File: src/logic/osc_consts.svh
// Constants for the oscillator select control block: offsets, fields, resets, counts.
// Assumes a word-wide register port with byte offsets that are multiples of four.
`ifndef OSC_CONSTS_SVH
`define OSC_CONSTS_SVH

// Register offsets
`define OSC_ADDR_W           8
`define OSC_OFF_CONTROL      8'h00
`define OSC_OFF_KEY          8'h04
`define OSC_OFF_INT_STATUS   8'h08
`define OSC_OFF_INT_ENABLE   8'h0C
`define OSC_OFF_INT_CLEAR    8'h10
`define OSC_OFF_FRC_DIV      8'h14

// Control register field positions
`define OSC_BIT_SWITCH       0
`define OSC_BIT_SOSC_EN      1
`define OSC_BIT_FAIL         3
`define OSC_BIT_SLEEP        4
`define OSC_BIT_SYSTEM_PLL_LOCK    5
`define OSC_BIT_UPLL_LOCK    6
`define OSC_BIT_LOCK         7
`define OSC_NSRC_LO          8
`define OSC_NSRC_HI          10

// Unlock keys, written back to back
`define OSC_KEY_ONE          32'hAA99_6655
`define OSC_KEY_TWO          32'h5566_99AA

// Interrupt status bit positions
`define OSC_IRQ_SWITCH_DONE  0
`define OSC_IRQ_FAIL         1
`define OSC_IRQ_W            2

// Reset values
`define OSC_FRC_DIV_RST      3'h0

// Switch settle time in ns and the derived cycle count at 125 MHz (8 ns)
`define OSC_CLK_PERIOD_NS    8
`define OSC_SWITCH_NS        200
`define OSC_SWITCH_CYC       ((`OSC_SWITCH_NS + `OSC_CLK_PERIOD_NS - 1) / `OSC_CLK_PERIOD_NS)

`endif

File: src/logic/osc_pkg.sv
// Types for the oscillator select control block.
// Assumes the constants header is compiled alongside.
package osc_pkg;

  // Clock source codes as held in the new-source field
  typedef enum logic [2:0] {
    OSC_SRC_FRC0  = 3'h0,
    OSC_SRC_SYSTEM_PLL  = 3'h1,
    OSC_SRC_POSC  = 3'h2,
    OSC_SRC_RSV3  = 3'h3,
    OSC_SRC_SOSC  = 3'h4,
    OSC_SRC_LOW_POWER_INTERNAL_RC  = 3'h5,
    OSC_SRC_RSV6  = 3'h6,
    OSC_SRC_FRC7  = 3'h7
  } osc_src_t;

  // Switch sequencer states
  typedef enum logic [1:0] {
    OSC_SW_IDLE,
    OSC_SW_WAIT,
    OSC_SW_SETTLE
  } osc_sw_state_t;

  // Unlock sequencer states
  typedef enum logic [1:0] {
    OSC_UL_LOCKED,
    OSC_UL_KEY1,
    OSC_UL_OPEN
  } osc_ul_state_t;

endpackage : osc_pkg

File: src/logic/osc_select_ctrl.sv
// Oscillator select control: control register, unlock window, switch sequencer,
// lock and failure status, and a sticky interrupt.
// Assumes a single 125 MHz clock, synchronous inputs, and a register master that
// never issues read and write strobes together.
//
// Added by the designer: the strobed register port and the address map.
`timescale 1ns/1ps
`default_nettype none
`include "osc_consts.svh"

// Notes on behaviour
// [RULE1] Codes 000 and 111 pick divided fast RC
// [RULE2] 001 PLL, 010 primary, 100 secondary, 101 low-power
// [RULE3] New-source field resets from config word
// [RULE4] Lock bit freezes source and PLL selections
// [RULE5] Bit 6 shows USB PLL locked
// [RULE6] Bit 5 shows system PLL locked
// [RULE7] Bit 4 picks sleep or idle on wait
// [RULE8] Bit 3 sticky after monitor sees failure
// [RULE9] Bit 1 enables secondary oscillator
// [RULE10] Bit 0 starts switch, hardware clears when done
// [RULE11] Switch bit resets to two-speed startup setting
// [RULE12] Control writes need a prior unlock
// [RULE13] Two keys back to back open one write
// [RULE14] Locked: ignore source and switch-request writes
module osc_select_ctrl
  import osc_pkg::*;
(
  input  wire logic                   REF_CLK,             // System clock
  input  wire logic                   RSTN,                // Async reset, active low
  input  wire logic                   CLK_EN,              // Freezes all state when low
  input  wire logic [`OSC_ADDR_W-1:0] ADDR,                // Register byte address
  input  wire logic [31:0]            WDATA,               // Write data
  input  wire logic                   WR,                  // Write strobe
  input  wire logic                   RD,                  // Read strobe
  output logic      [31:0]            RDATA,               // Read data, cycle after RD
  input  wire logic [31:0]            DEVICE_CONFIG_WORD_ONE, // Nonvolatile config word
  input  wire logic                   USB_PLL_LOCK_IN,     // USB PLL locked or timer done
  input  wire logic                   SYSTEM_PLL_LOCK_IN,  // System PLL locked or timer done
  input  wire logic                   FAIL_SAFE_CLOCK_MONITOR_FAIL, // Failure pulse or level
  input  wire logic                   SOURCE_READY,        // Target source is running
  output logic      [2:0]             ACTIVE_SOURCE,       // Source now driving the system
  output logic      [2:0]             FAST_RC_POSTSCALE,   // Fast RC divider setting
  output logic                        SECONDARY_OSCILLATOR_ENABLE, // Secondary osc on
  output logic                        SLEEP_ON_WAIT,       // Wait enters sleep when high
  output logic                        SELECTION_LOCK,      // Selections frozen
  output logic                        IRQ                  // Level interrupt
);

  // ********************************************************************
  // Configuration capture
  // ********************************************************************

  logic [2:0]    nsrc_q;          // New-source field
  logic          switch_q;        // Switch request bit
  logic          sosc_en_q;       // Secondary oscillator enable
  logic          sleep_q;         // Sleep on wait
  logic          lock_q;          // Selection lock
  logic          fail_q;          // Clock failure flag
  logic [2:0]    active_q;        // Active source
  logic [2:0]    fast_rc_postscale_q;        // Fast RC postscale
  logic          cfg_loaded_q;    // Config word taken after reset
  osc_sw_state_t sw_state_q;      // Switch sequencer
  logic [7:0]    settle_q;        // Settle counter
  osc_ul_state_t ul_state_q;      // Unlock sequencer
  logic [`OSC_IRQ_W-1:0] ist_q;   // Interrupt status
  logic [`OSC_IRQ_W-1:0] ien_q;   // Interrupt enable
  logic [31:0]   rdata_q;         // Read data register

  // Decoded strobes
  logic wr_ctl;
  logic wr_key;
  logic ctl_open;
  logic sw_done;
  logic [31:0] ctl_view;

  assign wr_ctl   = CLK_EN & WR & (ADDR == `OSC_OFF_CONTROL);
  assign wr_key   = CLK_EN & WR & (ADDR == `OSC_OFF_KEY);
  // Only one control write per unlock goes through
  assign ctl_open = wr_ctl & (ul_state_q == OSC_UL_OPEN);           // see [RULE12]

  localparam logic [7:0] SETTLE_CYC = 8'(`OSC_SWITCH_CYC);

  // ********************************************************************
  // Unlock sequencer
  // ********************************************************************

  // Key one then key two in consecutive cycles; any other bus activity in
  // between, except a repeated key one, drops back, so a stray write cannot half-open the window
  always_ff @(posedge REF_CLK or negedge RSTN) begin
    if (!RSTN) begin
      ul_state_q <= OSC_UL_LOCKED;
    end else if (CLK_EN) begin
      unique case (ul_state_q)
        OSC_UL_LOCKED: begin
          if (wr_key && WDATA == `OSC_KEY_ONE) ul_state_q <= OSC_UL_KEY1; // see [RULE13]
        end
        OSC_UL_KEY1: begin
          if (wr_key && WDATA == `OSC_KEY_TWO) begin
            ul_state_q <= OSC_UL_OPEN;                                   // see [RULE13]
          end else if (wr_key && WDATA == `OSC_KEY_ONE) begin
            ul_state_q <= OSC_UL_KEY1;
          end else begin
            ul_state_q <= OSC_UL_LOCKED;
          end
        end
        OSC_UL_OPEN: begin
          // Window closes after the next control write
          if (wr_ctl) ul_state_q <= OSC_UL_LOCKED;                       // see [RULE13]
        end
        default: ul_state_q <= OSC_UL_LOCKED;
      endcase
    end
  end

  // ********************************************************************
  // Control register fields
  // ********************************************************************

  // Reset takes constants; the strap-like config fields are caught on the
  // first enabled edge after release instead
  always_ff @(posedge REF_CLK or negedge RSTN) begin
    if (!RSTN) begin
      cfg_loaded_q <= 1'b0;
      nsrc_q       <= 3'h0;
      sosc_en_q    <= 1'b0;
      sleep_q      <= 1'b0;
      lock_q       <= 1'b0;
    end else if (CLK_EN) begin
      if (!cfg_loaded_q) begin
        cfg_loaded_q <= 1'b1;
        nsrc_q       <= DEVICE_CONFIG_WORD_ONE[2:0];                     // see [RULE3]
      end else if (ctl_open) begin
        // Source field frozen while locked
        if (!lock_q) nsrc_q <= WDATA[`OSC_NSRC_HI:`OSC_NSRC_LO];        // see [RULE4] [RULE14]
        sosc_en_q <= WDATA[`OSC_BIT_SOSC_EN];                            // see [RULE9]
        sleep_q   <= WDATA[`OSC_BIT_SLEEP];                              // see [RULE7]
        // Lock is sticky once set, until reset
        lock_q    <= lock_q | WDATA[`OSC_BIT_LOCK];                      // see [RULE4]
      end
    end
  end

  // Fast RC postscale; a selection, so the lock freezes it too
  always_ff @(posedge REF_CLK or negedge RSTN) begin
    if (!RSTN) begin
      fast_rc_postscale_q <= `OSC_FRC_DIV_RST;
    end else if (CLK_EN && WR && ADDR == `OSC_OFF_FRC_DIV && !lock_q) begin
      fast_rc_postscale_q <= WDATA[2:0];                                            // see [RULE4]
    end
  end

  // ********************************************************************
  // Switch sequencer
  // ********************************************************************

  // Reserved codes are refused: the request clears without a change
  function automatic logic src_legal(input logic [2:0] s);
    unique case (osc_src_t'(s))
      OSC_SRC_RSV3, OSC_SRC_RSV6: src_legal = 1'b0;                      // see [RULE2]
      default:                    src_legal = 1'b1;                      // see [RULE1] [RULE2]
    endcase
  endfunction

  // Map both fast RC codes to one canonical code for the active source
  function automatic logic [2:0] src_canon(input logic [2:0] s);
    src_canon = (s == OSC_SRC_FRC7) ? OSC_SRC_FRC0 : s;                  // see [RULE1]
  endfunction

  assign sw_done = (sw_state_q == OSC_SW_SETTLE) && (settle_q == 8'h00);

  always_ff @(posedge REF_CLK or negedge RSTN) begin
    if (!RSTN) begin
      sw_state_q <= OSC_SW_IDLE;
      settle_q   <= 8'h00;
      active_q   <= 3'h0;
    end else if (CLK_EN) begin
      if (!cfg_loaded_q) begin
        active_q <= src_canon(DEVICE_CONFIG_WORD_ONE[2:0]);             // see [RULE3]
      end else begin
        unique case (sw_state_q)
          OSC_SW_IDLE: begin
            if (switch_q) begin
              if (src_legal(nsrc_q)) sw_state_q <= OSC_SW_WAIT;
            end
          end
          OSC_SW_WAIT: begin
            if (SOURCE_READY) begin
              sw_state_q <= OSC_SW_SETTLE;
              settle_q   <= SETTLE_CYC - 8'h01;
            end
          end
          OSC_SW_SETTLE: begin
            if (settle_q == 8'h00) begin
              active_q   <= src_canon(nsrc_q);                          // see [RULE1] [RULE2]
              sw_state_q <= OSC_SW_IDLE;
            end else begin
              settle_q <= settle_q - 8'h01;
            end
          end
        endcase
      end
    end
  end

  // Switch request: set by an unlocked write, held until the switch ends
  always_ff @(posedge REF_CLK or negedge RSTN) begin
    if (!RSTN) begin
      switch_q <= 1'b0;
    end else if (CLK_EN) begin
      if (!cfg_loaded_q) begin
        switch_q <= DEVICE_CONFIG_WORD_ONE[7];                           // see [RULE11]
      end else if (sw_done || (sw_state_q == OSC_SW_IDLE && switch_q && !src_legal(nsrc_q))) begin
        switch_q <= 1'b0;                                                // see [RULE10]
      end else if (ctl_open && !lock_q && WDATA[`OSC_BIT_SWITCH]) begin
        switch_q <= 1'b1;                                                // see [RULE10] [RULE14]
      end
    end
  end

  // ********************************************************************
  // Failure flag and interrupts
  // ********************************************************************

  // Failure stays until reset; the monitor has no clear path
  always_ff @(posedge REF_CLK or negedge RSTN) begin
    if (!RSTN) begin
      fail_q <= 1'b0;
    end else if (CLK_EN && FAIL_SAFE_CLOCK_MONITOR_FAIL) begin
      fail_q <= 1'b1;                                                    // see [RULE8]
    end
  end

  logic [`OSC_IRQ_W-1:0] ev;
  assign ev[`OSC_IRQ_SWITCH_DONE] = sw_done;
  assign ev[`OSC_IRQ_FAIL]        = FAIL_SAFE_CLOCK_MONITOR_FAIL & ~fail_q;

  // Sticky status; an event in the clearing cycle wins
  always_ff @(posedge REF_CLK or negedge RSTN) begin
    if (!RSTN) begin
      ist_q <= '0;
    end else if (CLK_EN) begin
      if (WR && ADDR == `OSC_OFF_INT_CLEAR) begin
        ist_q <= (ist_q & ~WDATA[`OSC_IRQ_W-1:0]) | ev;
      end else begin
        ist_q <= ist_q | ev;
      end
    end
  end

  // Enable register
  always_ff @(posedge REF_CLK or negedge RSTN) begin
    if (!RSTN) begin
      ien_q <= '0;
    end else if (CLK_EN && WR && ADDR == `OSC_OFF_INT_ENABLE) begin
      ien_q <= WDATA[`OSC_IRQ_W-1:0];
    end
  end

  // ********************************************************************
  // Read path
  // ********************************************************************

  // Live lock inputs are shown straight; reserved bits read zero
  always_comb begin
    ctl_view                                  = 32'h0000_0000;
    ctl_view[`OSC_NSRC_HI:`OSC_NSRC_LO]       = nsrc_q;
    ctl_view[`OSC_BIT_LOCK]                   = lock_q;
    ctl_view[`OSC_BIT_UPLL_LOCK]              = USB_PLL_LOCK_IN;         // see [RULE5]
    ctl_view[`OSC_BIT_SYSTEM_PLL_LOCK]              = SYSTEM_PLL_LOCK_IN;      // see [RULE6]
    ctl_view[`OSC_BIT_SLEEP]                  = sleep_q;
    ctl_view[`OSC_BIT_FAIL]                   = fail_q;                  // see [RULE8]
    ctl_view[`OSC_BIT_SOSC_EN]                = sosc_en_q;
    ctl_view[`OSC_BIT_SWITCH]                 = switch_q;                // see [RULE10]
  end

  always_ff @(posedge REF_CLK or negedge RSTN) begin
    if (!RSTN) begin
      rdata_q <= 32'h0000_0000;
    end else if (CLK_EN) begin
      rdata_q <= 32'h0000_0000;
      if (RD) begin
        unique case (ADDR)
          `OSC_OFF_CONTROL:    rdata_q <= ctl_view;
          `OSC_OFF_KEY:        rdata_q <= {30'h0, ul_state_q};
          `OSC_OFF_INT_STATUS: rdata_q <= {30'h0, ist_q};
          `OSC_OFF_INT_ENABLE: rdata_q <= {30'h0, ien_q};
          `OSC_OFF_FRC_DIV:    rdata_q <= {29'h0, fast_rc_postscale_q};
          default:             rdata_q <= 32'h0000_0000;
        endcase
      end
    end
  end

  // ********************************************************************
  // Outputs
  // ********************************************************************

  assign RDATA                       = rdata_q;
  assign ACTIVE_SOURCE               = active_q;
  assign FAST_RC_POSTSCALE           = fast_rc_postscale_q;
  assign SECONDARY_OSCILLATOR_ENABLE = sosc_en_q;                        // see [RULE9]
  assign SLEEP_ON_WAIT               = sleep_q;                          // see [RULE7]
  assign SELECTION_LOCK              = lock_q;
  assign IRQ                         = |(ist_q & ien_q);

endmodule : osc_select_ctrl
`default_nettype wire

File: config.mk
export PLATFORM = sky130hd
export DESIGN_NAME = osc_select_ctrl
export DESIGN_NICKNAME = d
export VERILOG_FILES = /design/src/logic/osc_pkg.sv /design/src/logic/osc_select_ctrl.sv
export VERILOG_INCLUDE_DIRS = /design/src /design/src/logic
export SDC_FILE = /design/constraint.sdc
export NUM_CORES = 1
export LEC_CHECK = 0
export BUFFER_PORTS_ARGS = -buffer_cell sky130_fd_sc_hd__buf_2
export CORE_MARGIN = 4
export CORE_UTILIZATION = 42
export DETAILED_ROUTE_END_ITERATION = 10
export GPL_ROUTABILITY_DRIVEN = 0
export PLACE_DENSITY = 0.87
export SLEW_MARGIN = 40
export SYNTH_ARGS = -nofsm -noshare
export SYNTH_HDL_FRONTEND = slang
export SYNTH_SLANG_ARGS = --single-unit
File: constraint.sdc
create_clock -name REF_CLK -period 1.8 [get_ports REF_CLK]
set_input_delay 0.36 -clock REF_CLK [delete_from_list [all_inputs] [get_ports REF_CLK]]
set_output_delay 0.36 -clock REF_CLK [all_outputs]
set_load 0.02 [all_outputs]
==> impl_metrics.ini <==
[synth]
syn_area_per_cell_um2 = 10.4
synth_seq_cells = 42
synth_compound_area_share_pct = 17.2
synth_flop_cell = dfrtp_1
synthArstFlopShare_pct = 100
synth_area_leader_cell = dfrtp_1
synthMuxAreaShare_pct = 6.42
synth_seq_area_share_pct = 40.5
yosysWarnings = 0
synth_xor_xnor_area_share_pct = 0.338
netlist_area_um2 = 2590
synth_edf_count = 0
synthAdderAreaFrac_pct = 2.41
synthCells = 249
synth_top_family_by_area = simple AND/OR/NAND/NOR gates
synth_area_leaders = dfrtp_1, buf_4, nor4bb_1, a22o_1, mux2_2
synth_top_area_share_pct = 40.5
synth_simple_gate_area_share_pct = 24.4
synth_cell_types = 59

[drt]
wirelength_um = 6990
drt_pass1_iterations = 4
wl_per_cell_um = 16.1
ant_nets = 0
routed-via-count = 2463
drc = 0
drt-initial-drc-count = 182
vias_per_cell = 5.69

[worst_setup_path]
cp_max_fo = 5
crit-reg2reg-launch = settle_q[7]$_DFFE_PN0P_
reg2reg_to = settle_q[7]$_DFFE_PN0P_
path_cells = or4_4 -> buf_4 -> o2111ai_1 -> buf_4 -> o31ai_1 -> a21oi_1
start_kind = register
timing_worst_setup_path_type = register to register
crit_arrival_ps = 2100
critPathBufInv = 2
cpMaxStageDelayCell = or4_4
critPathCaptureType = register
required_ps = 2020
path_delay_family = simple AND/OR/NAND/NOR gates
reg2reg_depth = 6
r2r_slack_ps = -80
cp_common_cell = buf_4
cpPeakStageDelay_ps = 580

[status]
outcome = complete, but fails checks
violations = negative setup slack

[sta]
finalSetupViolCount = 4
hold_viol = 0
finalClockSkew_ps = 7.15
fmax_mhz = 532
fin_ws_ps = -78.4
slew_violations = 0
rsz0062_at_grt = true
min_period_ps = 1880
fin_crit_sh_pct = 104

[layout]
area_delta_synth_final_pct = 30.2
final_util_pct = 56.7
final_common_cell = buf_2
layout.cells.non_filler = 433
final_cell_mix = buf_2, dfrtp_1, buf_4
n_antenna_cell = 0
nNetsFinal = 443
drive_above_1_share_pct = 40.2

[power]
vdd_drop_max_mv = 0.427
power_density_nw_per_um2 = 913
power.leakage_nw = 1.64
total_power_w = 0.00308

[clock_network]
cts_buffers = 5
clkTransAtPathRegs_ps = 80
root_buffer = clkbuf_8
htree_levels = 2
clock_latency_ps = 300
clockBufferDepth = 2
clkSinkCount = 42
cts_tree = built
hold_buffers = 0

[global_route]
antenna_found_initial = 0
grt_use_total_pct = 18.5
grt_pass1_wl_um = 10900
gr-total-overflow = 0
grt_pass1_vias = 2367
grt_max_degree = 43

[hold_path]
hp-class = primary input to async pin

[floorplan]
core.rowCount = 28
coreArea_um2 = 5960
io_pins = 123
dieArea_um2 = 7490
dieHeight_um = 86.6
die_x_um = 86.6
start_util_pct = 43.5

[placement]
dpl.cell_count = 420
place_hpwl_um = 5360
portBuffers = 73

[job]
maxCapViolCount = 0
==> how the worst max path moves through the flow <==
stage / from / endpoint / cells past startpoint
5_1_grt: settle_q[7]$_DFFE_PN0P_ / settle_q[7]$_DFFE_PN0P_ / 6
6_report: settle_q[7]$_DFFE_PN0P_ / settle_q[7]$_DFFE_PN0P_ / 6
4_1_cts: settle_q[1]$_DFFE_PN0P_ / sw_state_q[1]$_DFFE_PN0P_ / 6
2_1_floorplan: settle_q[0]$_DFFE_PN0P_ / sw_state_q[1]$_DFFE_PN0P_ / 6
3_5_place_dp: settle_q[1]$_DFFE_PN0P_ / sw_state_q[1]$_DFFE_PN0P_ / 6
3_3_place_gp: settle_q[1]$_DFFE_PN0P_ / sw_state_q[1]$_DFFE_PN0P_ / 6
==> sequential cells by signal, indices dropped and copies added, names as in the netlist, 3 cells and up <==
name,flops
nsrc_q,3
ACTIVE_SOURCE,3
RDATA,11
settle_q,8
FAST_RC_POSTSCALE,3
==> what timing repair did <==
action	CTS	global route
endpoints found under the setup margin	5	12
cloned	0	0
buffers inserted	2	3
pin swaps	3	4
gates resized for setup	4	8
==> cell usage after synthesis, types with 6 or more instances <==
cell	instances
a21boi_0	6
a22o_1	11
buf_4	21
dfrtp_1	42
inv_1	7
mux2_2	8
nand2_1	11
nand3_1	11
nand4_1	7
nor2_1	9
nor4bb_1	12
o21ai_0	10
o22ai_1	7
==> layer usage <==
layer	up-vias	share of wire [%]	global-route usage, %
met1	1181	41	22.9
li1	1138	-	-
met4	0	2.8	8.50
met2	125	49	31.8
met5	-	0	0
met3	19	7.3	2.66
==> worst register-to-register path: cells and delay by family, from the launching register on <==
| family | cells | cell delay (ps) |
|---|---|---|
| AND/OR/NAND/NOR | 1 | 580 |
| AO/OA/AOI/OAI | 3 | 480 |
| flip-flops | 1 | 400 |
| buffers and inverters | 2 | 350 |
==> through the flow <==
step                worst slack (ps)  area (um^2)  TNS (ps)  hold slack (ps)
global placement               -48.4         3190     -61.6              347
detailed placement             -73.6         3190      -243              352
floorplan                      -67.4         2690     -67.4             64.4
CTS                            -53.2         3310     -61.1             19.4
global route                    -131         3380      -531             31.0
finish                         -78.4         3380      -213             14.9
==> layout make-up <==
class | instances | area, um^2
Tap cell | 75 | 93.8
Clock inverter | 2 | 12.5
Multi-Input combinational cell | 191 | 1460
Sequential cell | 42 | 1050
Timing Repair Buffer | 109 | 648
Fill cell | 505 | 2580
Inverter | 8 | 30.0
Clock buffer | 6 | 82.6
==> kinds of logic (layout without fill, tap and decap cells) <==
| logic type | Yosys count | in the layout |
|---|---|---|
| AO/OA/AOI/OAI | 60 | 60 |
| XOR/XNOR | 1 | 1 |
| adder cells (fa/ha/maj) | 5 | 5 |
| buffers and inverters | 36 | 125 |
| flip-flops | 42 | 42 |
| multiplexers | 13 | 13 |
| other | 1 | 21 |
| AND/OR/NAND/NOR | 91 | 91 |
==> report_power, final <==
part / leakage (nW) / internal, W / switching (W)
Combinational: 1.05 / 0.000664 / 0.000622
Sequential: 0.541 / 0.00106 / 0.000101
Clock: 0.0472 / 0.000308 / 0.000332
Total: 1.64 / 0.00203 / 0.00106
Power figures use the tool's default switching activity.
